--- src/video_capture_map.vh ---
// Constants of the video capture path: field modes, ratios, conversion factors and memory geometry.
`ifndef VIDEO_CAPTURE_MAP_VH
`define VIDEO_CAPTURE_MAP_VH
`define FIELD_MODE_PROG       2'b00
`define FIELD_MODE_COMPOSITE  2'b01
`define FIELD_MODE_ODD        2'b10
`define FIELD_MODE_EVEN       2'b11
`define RATIO_FULL            2'b00
`define RATIO_HALF            2'b01
`define RATIO_THIRD           2'b10
`define RATIO_QUARTER         2'b11
`define RATIO_H_LSB           0
`define RATIO_V_LSB           2
`define RATIO_BYPASS_BIT      4
`define CHROMA_ZERO           10'sh080
`define COEF_R_CR             12'sh0AF
`define COEF_G_CR             12'sh059
`define COEF_G_CB             12'sh005
`define COEF_B_CB             12'sh0DD
`define COEF_SHIFT            7
`define LINE_PITCH_512        13'h0200
`define LINE_PITCH_1024       13'h0400
`define AREA_COUNT            2'h3
`endif

--- src/video_capture_scale_convert.v ---
// Video capture path: field selection, reduction, addressing and YCbCr to RGB conversion.
// Summary of operation
// - Field mode 11 stores only even fields, parity input high.
// - Non-interlaced source in even-only mode skips every second field.
// - First field select puts first field on upper or lower line.
// - Five-bit ratio field reduces by 1/2, 1/3 or 1/4 per axis.
// - Capture area is written as 16-bit pixels.
// - Sample bit 7 arrives on the highest video pin.
// - Chroma is offset binary around 128; luma spans 16 to 235.
// - Red, green and blue follow the fixed conversion factors.
// - Conversion yields 16-bit RGB pixels.
// - Store-time bit converts before write; else YCbCr is stored.
// - Data sampled at rising pixel clock edge; syncs sampled on every core clock.
// - Setting capture enable restarts at area zero, then rotates.
`timescale 1ns/1ps
`include "video_capture_map.vh"
module video_capture_scale_convert (
    input  wire        core_clk,
    input  wire        reset,
    input  wire        pixel_clock_in,
    input  wire [7:0]  pixel_in,
    input  wire        hsync_n_in,
    input  wire        vsync_n_in,
    input  wire        field_parity_in,
    input  wire        capture_enable,
    input  wire        field_mode_hi,
    input  wire        field_mode_lo,
    input  wire        first_field_select,
    input  wire [4:0]  reduction_ratio_field,
    input  wire        store_time_convert,
    input  wire        memory_width_select,
    input  wire [9:0]  window_width,
    input  wire [9:0]  window_height,
    input  wire [12:0] start_y0,
    input  wire [10:0] start_x0,
    input  wire [12:0] start_y1,
    input  wire [10:0] start_x1,
    input  wire [12:0] start_y2,
    input  wire [10:0] start_x2,
    output reg         mem_write,
    output reg  [23:0] mem_address,
    output reg  [15:0] mem_data,
    output reg  [1:0]  area_done,
    output reg         capture_busy
);
    // Two-stage synchronisers for every pin from the decoder side.
    reg [7:0] data_s1;
    reg [7:0] data_s2;
    reg [3:0] ctl_s1;
    reg [3:0] ctl_s2;
    reg       clk_prev;
    always @(posedge core_clk) begin
        if (reset) begin
            data_s1  <= 8'h00;
            data_s2  <= 8'h00;
            // Idle pin levels: pixel clock low, syncs high, so no false edge follows reset.
            ctl_s1   <= 4'b0110;
            ctl_s2   <= 4'b0110;
            clk_prev <= 1'b0;
        end else begin
            data_s1  <= pixel_in;
            data_s2  <= data_s1;
            ctl_s1   <= {pixel_clock_in, hsync_n_in, vsync_n_in, field_parity_in};
            ctl_s2   <= ctl_s1;
            clk_prev <= ctl_s2[3];
        end
    end
    wire       pclk_rise = ctl_s2[3] & ~clk_prev;
    wire       hs_n      = ctl_s2[2];
    wire       vs_n      = ctl_s2[1];
    wire       parity    = ctl_s2[0];
    wire [1:0] field_mode = {field_mode_hi, field_mode_lo};
    wire [1:0] ratio_h   = reduction_ratio_field[`RATIO_H_LSB+1:`RATIO_H_LSB];
    wire [1:0] ratio_v   = reduction_ratio_field[`RATIO_V_LSB+1:`RATIO_V_LSB];
    wire       ratio_on  = ~reduction_ratio_field[`RATIO_BYPASS_BIT];

    // Sync edges are taken on the sampled levels.
    reg hs_prev;
    reg vs_prev;
    reg en_prev;
    always @(posedge core_clk) begin
        if (reset) begin
            hs_prev <= 1'b1;
            vs_prev <= 1'b1;
            en_prev <= 1'b0;
        end else begin
            hs_prev <= hs_n;
            vs_prev <= vs_n;
            en_prev <= capture_enable;
        end
    end
    wire hs_start = hs_prev & ~hs_n;
    wire vs_start = vs_prev & ~vs_n;
    wire en_rise  = capture_enable & ~en_prev;

    // Field bookkeeping.
    localparam ST_IDLE  = 2'd0;
    localparam ST_WAITV = 2'd1;
    localparam ST_WAITH = 2'd2;
    localparam ST_RUN   = 2'd3;
    reg [1:0]  state;
    reg [1:0]  area;
    reg        field_keep;
    reg        field_toggle;
    reg        parity_last;
    reg        have_parity;
    reg        next_field_keep;
    reg        second_field;
    reg [9:0]  line;
    reg [1:0]  vphase;
    reg [1:0]  hphase;
    reg [9:0]  column;
    reg [1:0]  byte_phase;
    reg [7:0]  cb;
    reg [7:0]  cr;
    reg [7:0]  luma;
    reg        pix_strobe;
    wire [1:0] max_h = ratio_on ? ratio_h : `RATIO_FULL;
    wire [1:0] max_v = ratio_on ? ratio_v : `RATIO_FULL;
    // Even-only keeps parity high; odd-only parity low; on a non-interlaced source
    // the parity never changes, so every second field is dropped instead.
    wire       even_sel   = (field_mode == `FIELD_MODE_EVEN);
    wire       single_fld = field_mode[1];
    // The first field after enable is always judged by its parity; later, a parity
    // that did not alternate marks a non-interlaced source.
    always @* begin
        if (!single_fld) begin
            next_field_keep = 1'b1;
        end else if (!have_parity || parity != parity_last) begin
            next_field_keep = (parity == even_sel);
        end else begin
            next_field_keep = ~field_toggle;
        end
    end
    wire       line_kept  = (vphase == 2'd0);
    wire       composite  = (field_mode == `FIELD_MODE_COMPOSITE);
    // First field goes to the upper line unless first field select is set.
    wire       lower_line = composite & (second_field ^ first_field_select);
    wire [9:0] mem_line   = composite ? {line[8:0], lower_line} : line;
    reg  [12:0] sy;
    reg  [10:0] sx;
    // Origin of the area that is being filled.
    always @* begin
        if (area == 2'd0) begin
            sy = start_y0;
            sx = start_x0;
        end else if (area == 2'd1) begin
            sy = start_y1;
            sx = start_x1;
        end else begin
            sy = start_y2;
            sx = start_x2;
        end
    end
    wire [12:0] pitch = memory_width_select ? `LINE_PITCH_1024 : `LINE_PITCH_512;
    wire [23:0] row_y = {11'h000, sy} + {14'h0000, mem_line};
    wire [23:0] next_address = row_y * {11'h000, pitch} + {13'h0000, sx} + {14'h0000, column};

    always @(posedge core_clk) begin
        if (reset) begin
            state        <= ST_IDLE;
            area         <= 2'd0;
            field_keep   <= 1'b0;
            parity_last  <= 1'b0;
            have_parity  <= 1'b0;
            field_toggle <= 1'b0;
            second_field <= 1'b0;
            line         <= 10'h000;
            vphase       <= 2'd0;
            hphase       <= 2'd0;
            column       <= 10'h000;
            byte_phase   <= 2'd0;
            cb           <= 8'h80;
            cr           <= 8'h80;
            luma         <= 8'h10;
            pix_strobe   <= 1'b0;
            area_done    <= 2'd0;
            capture_busy <= 1'b0;
        end else begin
            pix_strobe <= 1'b0;
            if (!capture_enable) begin
                state        <= ST_IDLE;
                capture_busy <= 1'b0;
            end else if (en_rise) begin
                state        <= ST_WAITV;
                area         <= 2'd0;
                second_field <= 1'b0;
                field_toggle <= 1'b0;
                have_parity  <= 1'b0;
                capture_busy <= 1'b1;
            end else begin
                case (state)
                    ST_IDLE: begin
                        state <= ST_IDLE;
                    end
                    default: begin
                        if (vs_start) begin
                            // Field end: rotate areas once a frame is complete.
                            if (state == ST_RUN && field_keep && (!composite || second_field)) begin
                                area_done <= area;
                                area      <= (area == `AREA_COUNT - 2'd1) ? 2'd0 : area + 2'd1;
                            end
                            if (state == ST_RUN && field_keep && composite)
                                second_field <= ~second_field;
                            field_toggle <= ~field_toggle;
                            // Interlaced source uses parity, otherwise alternate fields.
                            field_keep  <= next_field_keep;
                            parity_last <= parity;
                            have_parity <= 1'b1;
                            line   <= 10'h000;
                            vphase <= 2'd0;
                            state  <= ST_WAITH;
                        end else if (hs_start && state != ST_WAITV) begin
                            // Drop lines according to the vertical ratio.
                            // The first line of a field is always kept.
                            if (state == ST_RUN) begin
                                if (line_kept)
                                    line <= line + 10'h001;
                                vphase <= (vphase == max_v) ? 2'd0 : vphase + 2'd1;
                            end
                            hphase     <= 2'd0;
                            column     <= 10'h000;
                            byte_phase <= 2'd0;
                            state      <= ST_RUN;
                        end else if (state == ST_RUN && pclk_rise && hs_n) begin
                            // Byte order Cb, Y, Cr, Y with bit 7 on the top pin.
                            byte_phase <= byte_phase + 2'd1;
                            case (byte_phase)
                                2'd0: cb <= data_s2;
                                2'd2: cr <= data_s2;
                                default: begin
                                    luma   <= data_s2;
                                    hphase <= (hphase == max_h) ? 2'd0 : hphase + 2'd1;
                                    if (hphase == 2'd0 && line_kept && field_keep &&
                                        column < window_width && line < window_height)
                                        pix_strobe <= 1'b1;
                                end
                            endcase
                        end
                        if (pix_strobe)
                            column <= column + 10'h001;
                    end
                endcase
            end
        end
    end

    // Conversion in signed fixed point, factors scaled by 128.
    wire signed [10:0] ys  = {3'b000, luma};
    wire signed [10:0] crs = {3'b000, cr} - `CHROMA_ZERO;
    wire signed [10:0] cbs = {3'b000, cb} - `CHROMA_ZERO;
    wire signed [22:0] r_prod = crs * `COEF_R_CR;
    wire signed [22:0] g_prod = crs * `COEF_G_CR + cbs * `COEF_G_CB;
    wire signed [22:0] b_prod = cbs * `COEF_B_CB;
    wire signed [12:0] r_raw = ys + r_prod[19:`COEF_SHIFT];
    wire signed [12:0] g_raw = ys - g_prod[19:`COEF_SHIFT];
    wire signed [12:0] b_raw = ys + b_prod[19:`COEF_SHIFT];
    function [7:0] clip;
        input signed [12:0] v;
        begin
            clip = (v < 0) ? 8'h00 : (v > 13'sd255) ? 8'hff : v[7:0];
        end
    endfunction
    wire [7:0] r8 = clip(r_raw);
    wire [7:0] g8 = clip(g_raw);
    wire [7:0] b8 = clip(b_raw);
    // 5-6-5 RGB word, or Y with the alternating chroma when stored raw.
    wire [15:0] rgb565 = {r8[7:3], g8[7:2], b8[7:3]};
    wire [15:0] ycc    = {luma, column[0] ? cr : cb};

    always @(posedge core_clk) begin
        if (reset) begin
            mem_write   <= 1'b0;
            mem_address <= 24'h00_0000;
            mem_data    <= 16'h0000;
        end else begin
            mem_write <= pix_strobe;
            if (pix_strobe) begin
                mem_address <= next_address;
                mem_data    <= store_time_convert ? rgb565 : ycc;
            end
        end
    end
endmodule

--- config.mk ---
export PLATFORM = sky130hd
export DESIGN_NAME = video_capture_scale_convert
export DESIGN_NICKNAME = d
export VERILOG_FILES = /design/src/video_capture_scale_convert.v
export VERILOG_INCLUDE_DIRS = /design/src /design/src/src
export SDC_FILE = /design/constraint.sdc
export NUM_CORES = 1
export LEC_CHECK = 0
export ABC_CLOCK_PERIOD_IN_PS = 8800
export BUFFER_PORTS_ARGS = -buffer_cell sky130_fd_sc_hd__clkbuf_2
export CAP_MARGIN = 40
export CORE_MARGIN = 5
export CORE_UTILIZATION = 62
export CTS_BUF_LIST = sky130_fd_sc_hd__clkbuf_4
export DETAILED_ROUTE_END_ITERATION = 10
export MAX_ROUTING_LAYER = met4
export PLACE_DENSITY = 0.94
export SETUP_SLACK_MARGIN = 0.05
export SYNTH_ARGS = -nofsm -noshare
export SYNTH_HDL_FRONTEND = slang
export SYNTH_SLANG_ARGS = --single-unit
--- constraint.sdc ---
create_clock -name core_clk -period 8.8 [get_ports core_clk]
set_input_delay 1.76 -clock core_clk [delete_from_list [all_inputs] [get_ports core_clk]]
set_output_delay 1.76 -clock core_clk [all_outputs]
set_load 0.03 [all_outputs]
# Word level (Yosys, flattened, before mapping)

Cells that the tools add are included.

Register bits after elaboration: 132
Output and inout port bits: 44
Logic and storage cells: 191
Input port bits: 117

Multiply operators: 5
Eq/ne operators: 14
Mux-type cells: 55
Add/subtract/negate cells: 15
Order comparisons: 8
Bitwise operators: 19
Reductions and logical operators: 45

Operators by type and width:

| kind                  | count |
|---|---|
| $mux 10               | 8 |
| $mux 8                | 7 |
| $mux 2                | 19 |
| $gt 12x9->1 const B   | 3 |
| $lt 12x1->1 const B   | 3 |
| $mul 9x9->18 const B  | 2 |
| $mux 11               | 3 |
| $mux 13               | 2 |
| $add 24x10->24        | 1 |
| $add 24x11->24        | 1 |
| $add 9x11->12         | 2 |
| $mul 14x11->24        | 1 |
| $reduce_and 7->1      | 3 |
| $add 10x1->10 const B | 2 |
| $lt 10x10->1          | 2 |
| $reduce_and 5->1      | 4 |
| $add 17x13->18        | 1 |
| $sub 8x8->9 const B   | 2 |
| $mul 9x8->17 const B  | 1 |
| $mux 16               | 1 |
| $reduce_bool 2->1     | 8 |
| $mux 1                | 15 |
| $add 13x10->14        | 1 |
| $mul 9x4->13 const B  | 1 |
| 23 further kinds      | 68 |

# Depth between registers and ports, before layout

Gate-level depths: netlist of run 1.

Depth after elaboration: 8
Depth in mapped cells: 28
Depth with buffers taken out: 28

# Worst setup path after synthesis of run 1

No wires, ideal clock.

Kind: reg2reg
From: register cb[7]
To: register mem_data[10]
Clock period less this slack: 6.463 ns
Buffers on the path: 1
Path slack: 2.337 ns
Cell stages (with the launch flop): 24
Library setup time: 0.129 ns
Data required time: 8.671 ns
Arrival time: 6.334 ns
Cell sequence: dfxtp_1 > clkbuf_1 > inv_1 > ha_1 > inv_1 > fa_1 > inv_1 > fa_1 > fa_1 > fa_1 > ha_1 > a21o_1 > a2111o_1 > a21oi_1 > nor2b_1 > a21oi_1 > xor2_1 > ha_1 > o21a_1 > nor2_1 > or2_2 > or3_1 > o22ai_2 > a21oi_1

Word-level cells in the longest chain between the ends: 8
Elaborated cells on any way between the ends: 9
Classes of those cells: add/sub (3); mul (1); order compare (2); mux (3)

RTL lines:

| element                      | RTL line                          | text |
|---|---|---|
| start: declaration           | video_capture_scale_convert.v:114 | `reg [7:0] cb;` |
| start signal: assignment     | video_capture_scale_convert.v:229 | `2'd0: cb <= data_s2;` |
| $sub 8x8->9 (no line) (*)    | n/a                               |  |
| $mul 9x4->13 (no line) (*)   | n/a                               |  |
| $add 17x13->18 (no line) (*) | n/a                               |  |
| $sub 9x11->12 (*)            | video_capture_scale_convert.v:256 | `` wire signed [12:0] g_raw = ys - g_prod[19:`COEF_SHIFT]; `` |
| $gt 12x9->1                  | video_capture_scale_convert.v:261 | `clip = (v < 0) ? 8'h00 : (v > 13'sd255) ? 8'hff : v[7:0];` |
| $mux 8                       | video_capture_scale_convert.v:261 |  |
| $mux 8 (*)                   | video_capture_scale_convert.v:261 |  |
| $mux 16 (*)                  | video_capture_scale_convert.v:280 | `mem_data <= store_time_convert ? rgb565 : ycc;` |
| end signal: assignment       | video_capture_scale_convert.v:280 |  |
| end: declaration             | video_capture_scale_convert.v:42  | `output reg [15:0] mem_data,` |

Mark *: on every way between the ends. The rest lies on a longest branch, timed or not.
A chain may end at the register's enable or synchronous reset.

# Worst setup path in the final report of run 1

From: register cb[7]
To: register mem_data[5]

Same word-level chain as after synthesis.

==> key figures, run 1 <==
Power and ir drop
  – Peak VDD IR: 0.0785 mV
  – Cell area power density: 77.7 nW/um^2
  – Pleak: 0.00849 uW

Synthesis
  – Ys Warns: 0
  – Synth top area cells: ha_1, dfxtp_1, fa_1
  – Mapped Cells: 1,672
  – Flops & latches, synth: 132
  – Cell accounting for the most synthesized area: ha_1
  – Post-synth EDFFs: 0
  – Seq/Total Area, Yosys: 18.2%
  – Fraction of registers with async set/reset: 0%
  – Predominant post-synthesis flop cell: dfxtp_1
  – Share of the synthesized area in the top cell type: 22.4%
  – Mapped Avg Cell Area: 8.67 sq um
  – Distinct cells, synth: between 70 and 80
  – Synth Cell Area: 14,500 sq um

Cells and area
  – Share of cells above drive strength 1: around an eighth
  – P&R area growth vs syn: 9.84%
  – Post-layout nets: 2,289

Timing
  – Final hold vios: 0
  – Crit path time final: approximately 7.3 ns
  – Post-Route Skew: 0.0351 ns
  – RSZ-0062 raised after global routing: no
  – Max frequency: 137 MHz
  – Setup violators final: 0
  – Final Max Tran Viols: 0
  – Slew margin rel.: approximately 44%
  – Fin crit share: 82.8%
  – Fin Setup TNS: 0 ns
  – Worst-margin pin slew: 0.833 ns
  – Final hold slack: between 0.4 and 0.5 ns

Critical path
  – Worst Setup Start Kind: flop
  – CP Max Fanout: 20
  – Slowest cell on the critical path: dfxtp_1
  – Critical path arrival: 7.77 ns
  – Crit-path max cell delay: about 0.84 ns
  – R2r startpoint: cb[7]$_SDFFE_PP1P_
  – Crit. End Element: flop
  – CP Cell Sequence: inv_1 > ha_1 > inv_1 > fa_1 > inv_1 > fa_1 > fa_1 > fa_1 > ha_1 > a21o_1 > a2111o_1 > a21oi_1 > nor2b_1 > a21oi_1 > xor2_1 > ha_1 > nor3_1 > o211a_1 > or2_2 > or3_1 > o22ai_2 > a21oi_1
  – Cell mode on critical path: fa_1
  – Worst setup path startpoint: cb[7]$_SDFFE_PP1P_
  – WS Path Type: flop to flop
  – Crit path max-delay family: adder cells
  – WP data required: 9.29 ns
  – WP buf/inv: 3

Placed design
  – DP HPWL: 31,100 um
  – Buffers on Ports: 160
  – Placer congestion estimate: ~0.94

Floorplanning
  – Die Ht: 163 um
  – Die width: 163 um
  – Initial core utilization: 62.3%
  – Area of the core: 23,300 sq um
  – I/O pins: 161
  – Die footprint: 26,500 sq um
  – Rows: 56

Clock tree
  – CTS tree: done
  – CTS Buf Count: 17
  – Htree depth: 4
  – Worst-Skew Late Latency: 0.62 ns
  – Hold_buf cts: 0
  – Clock sink count: roughly 130
  – Clock buffer depth: 2
  – CTS root buf: clkbuf_4
  – Setup Fix Bufs, Post-CTS: 0
  – Clk slew on worst S/H paths: approximately 0.14 ns
  – Resize count post-CTS: 0

Global routing
  – First-pass GRT wire length: 64,800 um
  – Grt met2 use: 52.0%
  – Vias in the first global route: 13.8k
  – Met3 Resource Use GR: around 5%
  – Tot GR Track Use: 30.9%
  – Met1 GRT Util: around a third
  – Overflow after GRT: 0
  – Gr busiest metal: met2
  – Initial antenna violation count: 1
  – Pin count of the biggest net entering global routing: 71

Route
  – Post-route ant nets: 0
  – Via count: approximately 13k
  – Detailed Routing Iterations Pass 1: 6
  – Avg WL per Cell: 18.5 um
  – DR iter-0 viols: 1,037
  – DRC: 0
  – Drt total wl: 40,000 um
  – Vias per std cell: 6.04

Run
  – Max Cap Viol: 0

Outcome
  – Status: finished clean

Worst hold path
  – Hold WC Path Type: flop to flop
  – Hold path start: ctl_s1[2]$_SDFF_PP1_
==> area by class of cell <==
| cell class | count | area, sq um |
|---|---|---|
| sequential | 132 | 2640 |
| timing repair buffer | 164 | 833 |
| antenna | 1 | 2.50 |
| clock buffer | 17 | 128 |
| tap | 319 | 399 |
| clock inverter | 15 | 181 |
| inverter | 216 | 811 |
| multi-input combinational | 1293 | 10900 |
| fill | 1648 | 7340 |
==> through the flow <==
step                power (uW)  std cells  util, %  area [sq um]  setup slack [ns]
CTS                       1230       2156     68.4         15900              1.57
finish                    1240       2157     68.4         15900              1.52
global route              1280       2157     68.4         15900              1.13
global placement           783       2124     67.1         15600              1.97
detailed placement         791       2124     67.1         15600              1.62
floorplan                  733       1681        -         14500              2.34
==> final timing paths <==
path                            slack, ns                  endpoint  depth (start not counted)
worst min-delay path                 0.44      ctl_s2[2]$_SDFF_PP1_                          1
worst max register to register       1.52  mem_data[5]$_SDFFE_PP0P_                         22
worst min register to register       0.44      ctl_s2[2]$_SDFF_PP1_                          1
worst max-delay path                 1.52  mem_data[5]$_SDFFE_PP0P_                         22
==> flip-flops by register name, summed over array words and instances (netlist names), 2 cells and up <==
name / flops
luma: 8
vphase: 2
ctl_s1: 4
state: 2
data_s2: 8
cr: 8
line: 10
hphase: 2
data_s1: 8
mem_address: 24
area: 2
ctl_s2: 4
cb: 8
area_done: 2
mem_data: 16
column: 10
byte_phase: 2
==> where the power goes <==
group	internal, uW	leakage (uW)	switching [uW]	total [uW]
logic	78.4	0.00725	98.8	177
registers	604	0.00107	4.12	608
clock network	137	0.000166	314	451
==> synthesized netlist by cell type (all sizes together), types with 3 or more instances <==
library cell,n
ha,259
inv,215
nor2,168
dfxtp,132
nand2,104
fa,89
a21oi,79
mux2i,74
o21ai,74
xnor2,52
xor2,45
a21o,36
nor2b,35
clkbuf,32
nand3,28
nor3,22
a211oi,20
mux2,19
and3,17
or3,12
or2,11
o211ai,10
nand4,9
and2,8
buf,8
nand2b,8
o21bai,8
a211o,7
a22oi,7
o21a,7
a31oi,5
nand3b,5
o22ai,5
nand4b,4
o311a,4
a21boi,3
a311oi,3
a31o,3
and4,3
nor3b,3
nor4,3
o2111ai,3
o31ai,3
==> cell families (layout without fill, tap and decap cells) <==
group                    Yosys count  in the layout  share of synthesized area, %
AO/OA/AOI/OAI                    298            298                          13.5
XOR/XNOR                          97             97                          5.86
adder cells (fa/ha/maj)          349            349                          34.7
buffers and inverters            256            412                          6.65
flip-flops                       132            132                          18.2
multiplexers                      93             93                          6.59
other                              1             11                        0.0259
AND/OR/NAND/NOR                  446            446                          14.5
==> cells in the final DEF, fill, tap and decap left out, drive strengths merged, types with 5 or more instances in the layout <==
master	n
nor2	168
nand4	9
buf	5
o211ai	10
conb	10
nand2	104
nor3	22
or2	11
a21oi	79
o21bai	8
mux2i	74
and2	8
xor2	45
o22ai	5
nand2b	8
fa	89
clkinv	6
xnor2	52
nand3b	5
or3	12
clkbuf	176
a31oi	5
a22oi	7
mux2	19
dfxtp	132
a211oi	20
nor2b	35
a21o	36
and3	17
inv	225
ha	259
a211o	7
nand3	28
o21a	7
o21ai	74
==> per-layer routing <==
layer	up-vias	part of all wire, %
met2	715	49
met3	204	8.1
met5	-	0
met4	0	5.6
met1	6109	38
li1	6005	-
(Power assumes the default switching activity.)
==> run 2: changes to the inputs <==
--- a/config.mk
+++ b/config.mk
@@ -6,7 +6,7 @@
 export SDC_FILE = /design/constraint.sdc
 export NUM_CORES = 1
 export LEC_CHECK = 0
-export ABC_CLOCK_PERIOD_IN_PS = 8800
+export ABC_CLOCK_PERIOD_IN_PS = 6700
 export BUFFER_PORTS_ARGS = -buffer_cell sky130_fd_sc_hd__clkbuf_2
 export CAP_MARGIN = 40
 export CORE_MARGIN = 5
==> constraint.sdc (replaced) <==
create_clock -name core_clk -period 6.7 [get_ports core_clk]
set_input_delay 1.34 -clock core_clk [delete_from_list [all_inputs] [get_ports core_clk]]
set_output_delay 1.34 -clock core_clk [all_outputs]
set_load 0.03 [all_outputs]
==> run 2 against run 1 <==
Clock power up 49%; hold slack worse by 0.029 ns; sequential share of layout area down 0.20 points; largest power group unchanged.
==> key figures, run 2 (same netlist as run 1, synthesis figures left out) <==
Floorplanning
  – Rows: 56
  – I/O pins: 161
  – Area of the core: roughly 23,000 sq um
  – Die width: 163 um
  – Die Ht: between 150 and 200 um
  – Initial core utilization: 62.3%
  – Die footprint: 26,500 sq um

Cells and area
  – Largest Register: mem_address
  – Most frequent cells in the layout: ha_1, inv_1, nor2_1, clkbuf_2, dfxtp_1
  – Largest registers: mem_address x24, mem_data x16
  – Seq. cell area: roughly 2600 sq um
  – P&R area growth vs syn: 11.2%
  – Footprint of the multi-input gates: 10,900 sq um
  – Largest register FFs: 24
  – Most common cell after layout, fill and taps aside: ha_1
  – Post-layout nets: 2,308
  – Share of cells above drive strength 1: 14.0%
  – Final instance area: 16,100 sq um
  – # fillers: 1,701
  – Final Core Density: 69.3%
  – Finished Layout Cells: 2,176

Power and ir drop
  – Peak VDD IR: 0.0867 mV
  – Cell area power density: 106 nW/um^2
  – Pleak: 0.00859 uW
  – Pwr Total: about 1700 uW

Placed design
  – DP HPWL: 31,300 um
  – Placed Cells: 2,139
  – Buffers on Ports: 160
  – Placer congestion estimate: 1.01
  – Placed Area: 15,700 sq um

Critical path
  – R2R depth: 24
  – Crit path max-delay family: adder cells
  – CP Max Fanout: 9
  – Slowest cell on the critical path: dfxtp_1
  – Crit-path max cell delay: 0.68 ns
  – R2r startpoint: cr[5]$_SDFFE_PP0P_
  – CP Cell Sequence: fa_1 > fa_1 > ha_1 > fa_1 > ha_1 > a21oi_1 > o22ai_2 > o21a_1 > nor2_2 > nor2_1 > nor2_1 > nor2b_1 > nor2_1 > xnor2_1 > ha_1 > or2_2 > o31ai_1 > nand3b_1 > nand2_1 > o21ai_0 > a2111oi_1 > a221oi_2 > buf_4 > a211oi_1
  – WS Path Type: flop to flop
  – WP data required: about 7.2 ns
  – Crit. End Element: flop
  – Worst Setup Start Kind: flop
  – WP buf/inv: 1
  – Critical path arrival: between 6 and 7 ns
  – Worst setup path startpoint: cr[5]$_SDFFE_PP0P_
  – Reg2reg end: mem_data[15]$_SDFFE_PP0P_
  – R2r setup slk: around 0.32 ns
  – WP depth: 24

Timing
  – Setup violators final: 0
  – Slew margin rel.: 44.2%
  – Crit path time final: around 6.4 ns
  – Final Max Tran Viols: 0
  – Worst-margin pin slew: 0.836 ns
  – Fin crit share: 95.1%
  – Final hold vios: 0
  – Max frequency: 157 MHz
  – Post-Route Skew: around 0.037 ns
  – Fin Setup TNS: 0 ns
  – RSZ-0062 raised after global routing: no

Worst hold path
  – Hold WC Path Type: flop to flop
  – Hold path start: ctl_s1[1]$_SDFF_PP1_
  – Hold EP: ctl_s2[1]$_SDFF_PP1_
  – WHS Path Cells: 1

Route
  – Avg WL per Cell: 18.4 um
  – Drt total wl: 40,000 um
  – Post-route ant nets: 0
  – Detailed Routing Iterations Pass 1: 7
  – DRC: 0
  – Via count: roughly 13k
  – Vias per std cell: 5.92
  – DR iter-0 viols: roughly 1.1k

Clock tree
  – Clock buffer depth: 2
  – Htree depth: 4
  – Clock sink count: 132
  – CTS root buf: clkbuf_4
  – CTS tree: done
  – Hold_buf cts: 0
  – CTS Buf Count: 17
  – Worst-Skew Late Latency: 0.60 ns
  – Clk slew on worst S/H paths: 0.15 ns

Global routing
  – First-pass GRT wire length: 63,900 um
  – Vias in the first global route: roughly 13k
  – Initial antenna violation count: 1
  – Tot GR Track Use: between 30% and 40%
  – Pin count of the biggest net entering global routing: 57
  – Overflow after GRT: 0

Outcome
  – Status: finished clean

Run
  – Max Cap Viol: 0
run 2: cell count changes in the layout (fill, tap and decap cells not counted), moves of 2 or more:
cell | previous run | this run
clkinv_8 | 5 | 0
inv_8 | 5 | 1
clkinv_4 | 0 | 2
buf_4 | 5 | 23
clkinvlp_4 | 0 | 2
bufinv_16 | 0 | 4
run 2: what timing repair did:
| item | CTS | global route |
|---|---|---|
| setup buffers | 0 | 4 |
| resized for setup | 0 | 7 |
| setup endpoints to repair | 0 | 15 |
run 2: final cells by class:
class / instances / area share [%]
clock buffers: 18 / 0.839
well taps: 319 / 2.48
clock inverters: 14 / 1.24
flip-flops and latches: 132 / 16.4
diodes: 1 / 0.0155
repair buffers: 183 / 6.08
inverters: 216 / 5.06
multi-input cells: 1293 / 67.9
run 2: routing by layer:
layer	up-vias	GRT usage [%]	share of wire, %
li1	6040	-	-
met1	6106	35.7	39
met2	569	51.2	49
met3	169	5.34	7.2
met4	0	14.3	5.1
met5	-	-	0
run 2: worst reg2reg max path: stages, from the launching register on:
cell,delay (ns)
dfxtp_1,0.68
fa_1,0.57
fa_1,0.51
ha_1,0.34
fa_1,0.48
ha_1,0.36
a21oi_1,0.20
o22ai_2,0.16
o21a_1,0.23
nor2_2,0.15
nor2_1,0.07
nor2_1,0.18
nor2b_1,0.07
nor2_1,0.12
xnor2_1,0.14
ha_1,0.25
or2_2,0.15
o31ai_1,0.10
nand3b_1,0.18
nand2_1,0.15
o21ai_0,0.13
a2111oi_1,0.53
a221oi_2,0.11
buf_4,0.20
a211oi_1,0.22
run 2: power breakdown:
part           internal (uW)  leakage, uW  switching [uW]
clock                    306     0.000177             368
combinational            104      0.00734             130
sequential               793      0.00107            6.20
run 2: stage by stage:
step / hold WS (ns) / setup slack, ns
after floorplan: 0.389 / 0.237
after global placement: 0.397 / 0.600
after detailed placement: 0.404 / 0.315
after CTS: 0.416 / 0.266
after global routing: 0.435 / 0.0114
final: 0.411 / 0.325
run 2: worst max path at each step:
stage,to
finish,mem_data[15]$_SDFFE_PP0P_
detailed placement,mem_data[11]$_SDFFE_PP0P_
global placement,mem_data[6]$_SDFFE_PP0P_
CTS,mem_data[15]$_SDFFE_PP0P_
global route,mem_data[11]$_SDFFE_PP0P_
floorplan,mem_data[10]$_SDFFE_PP0P_
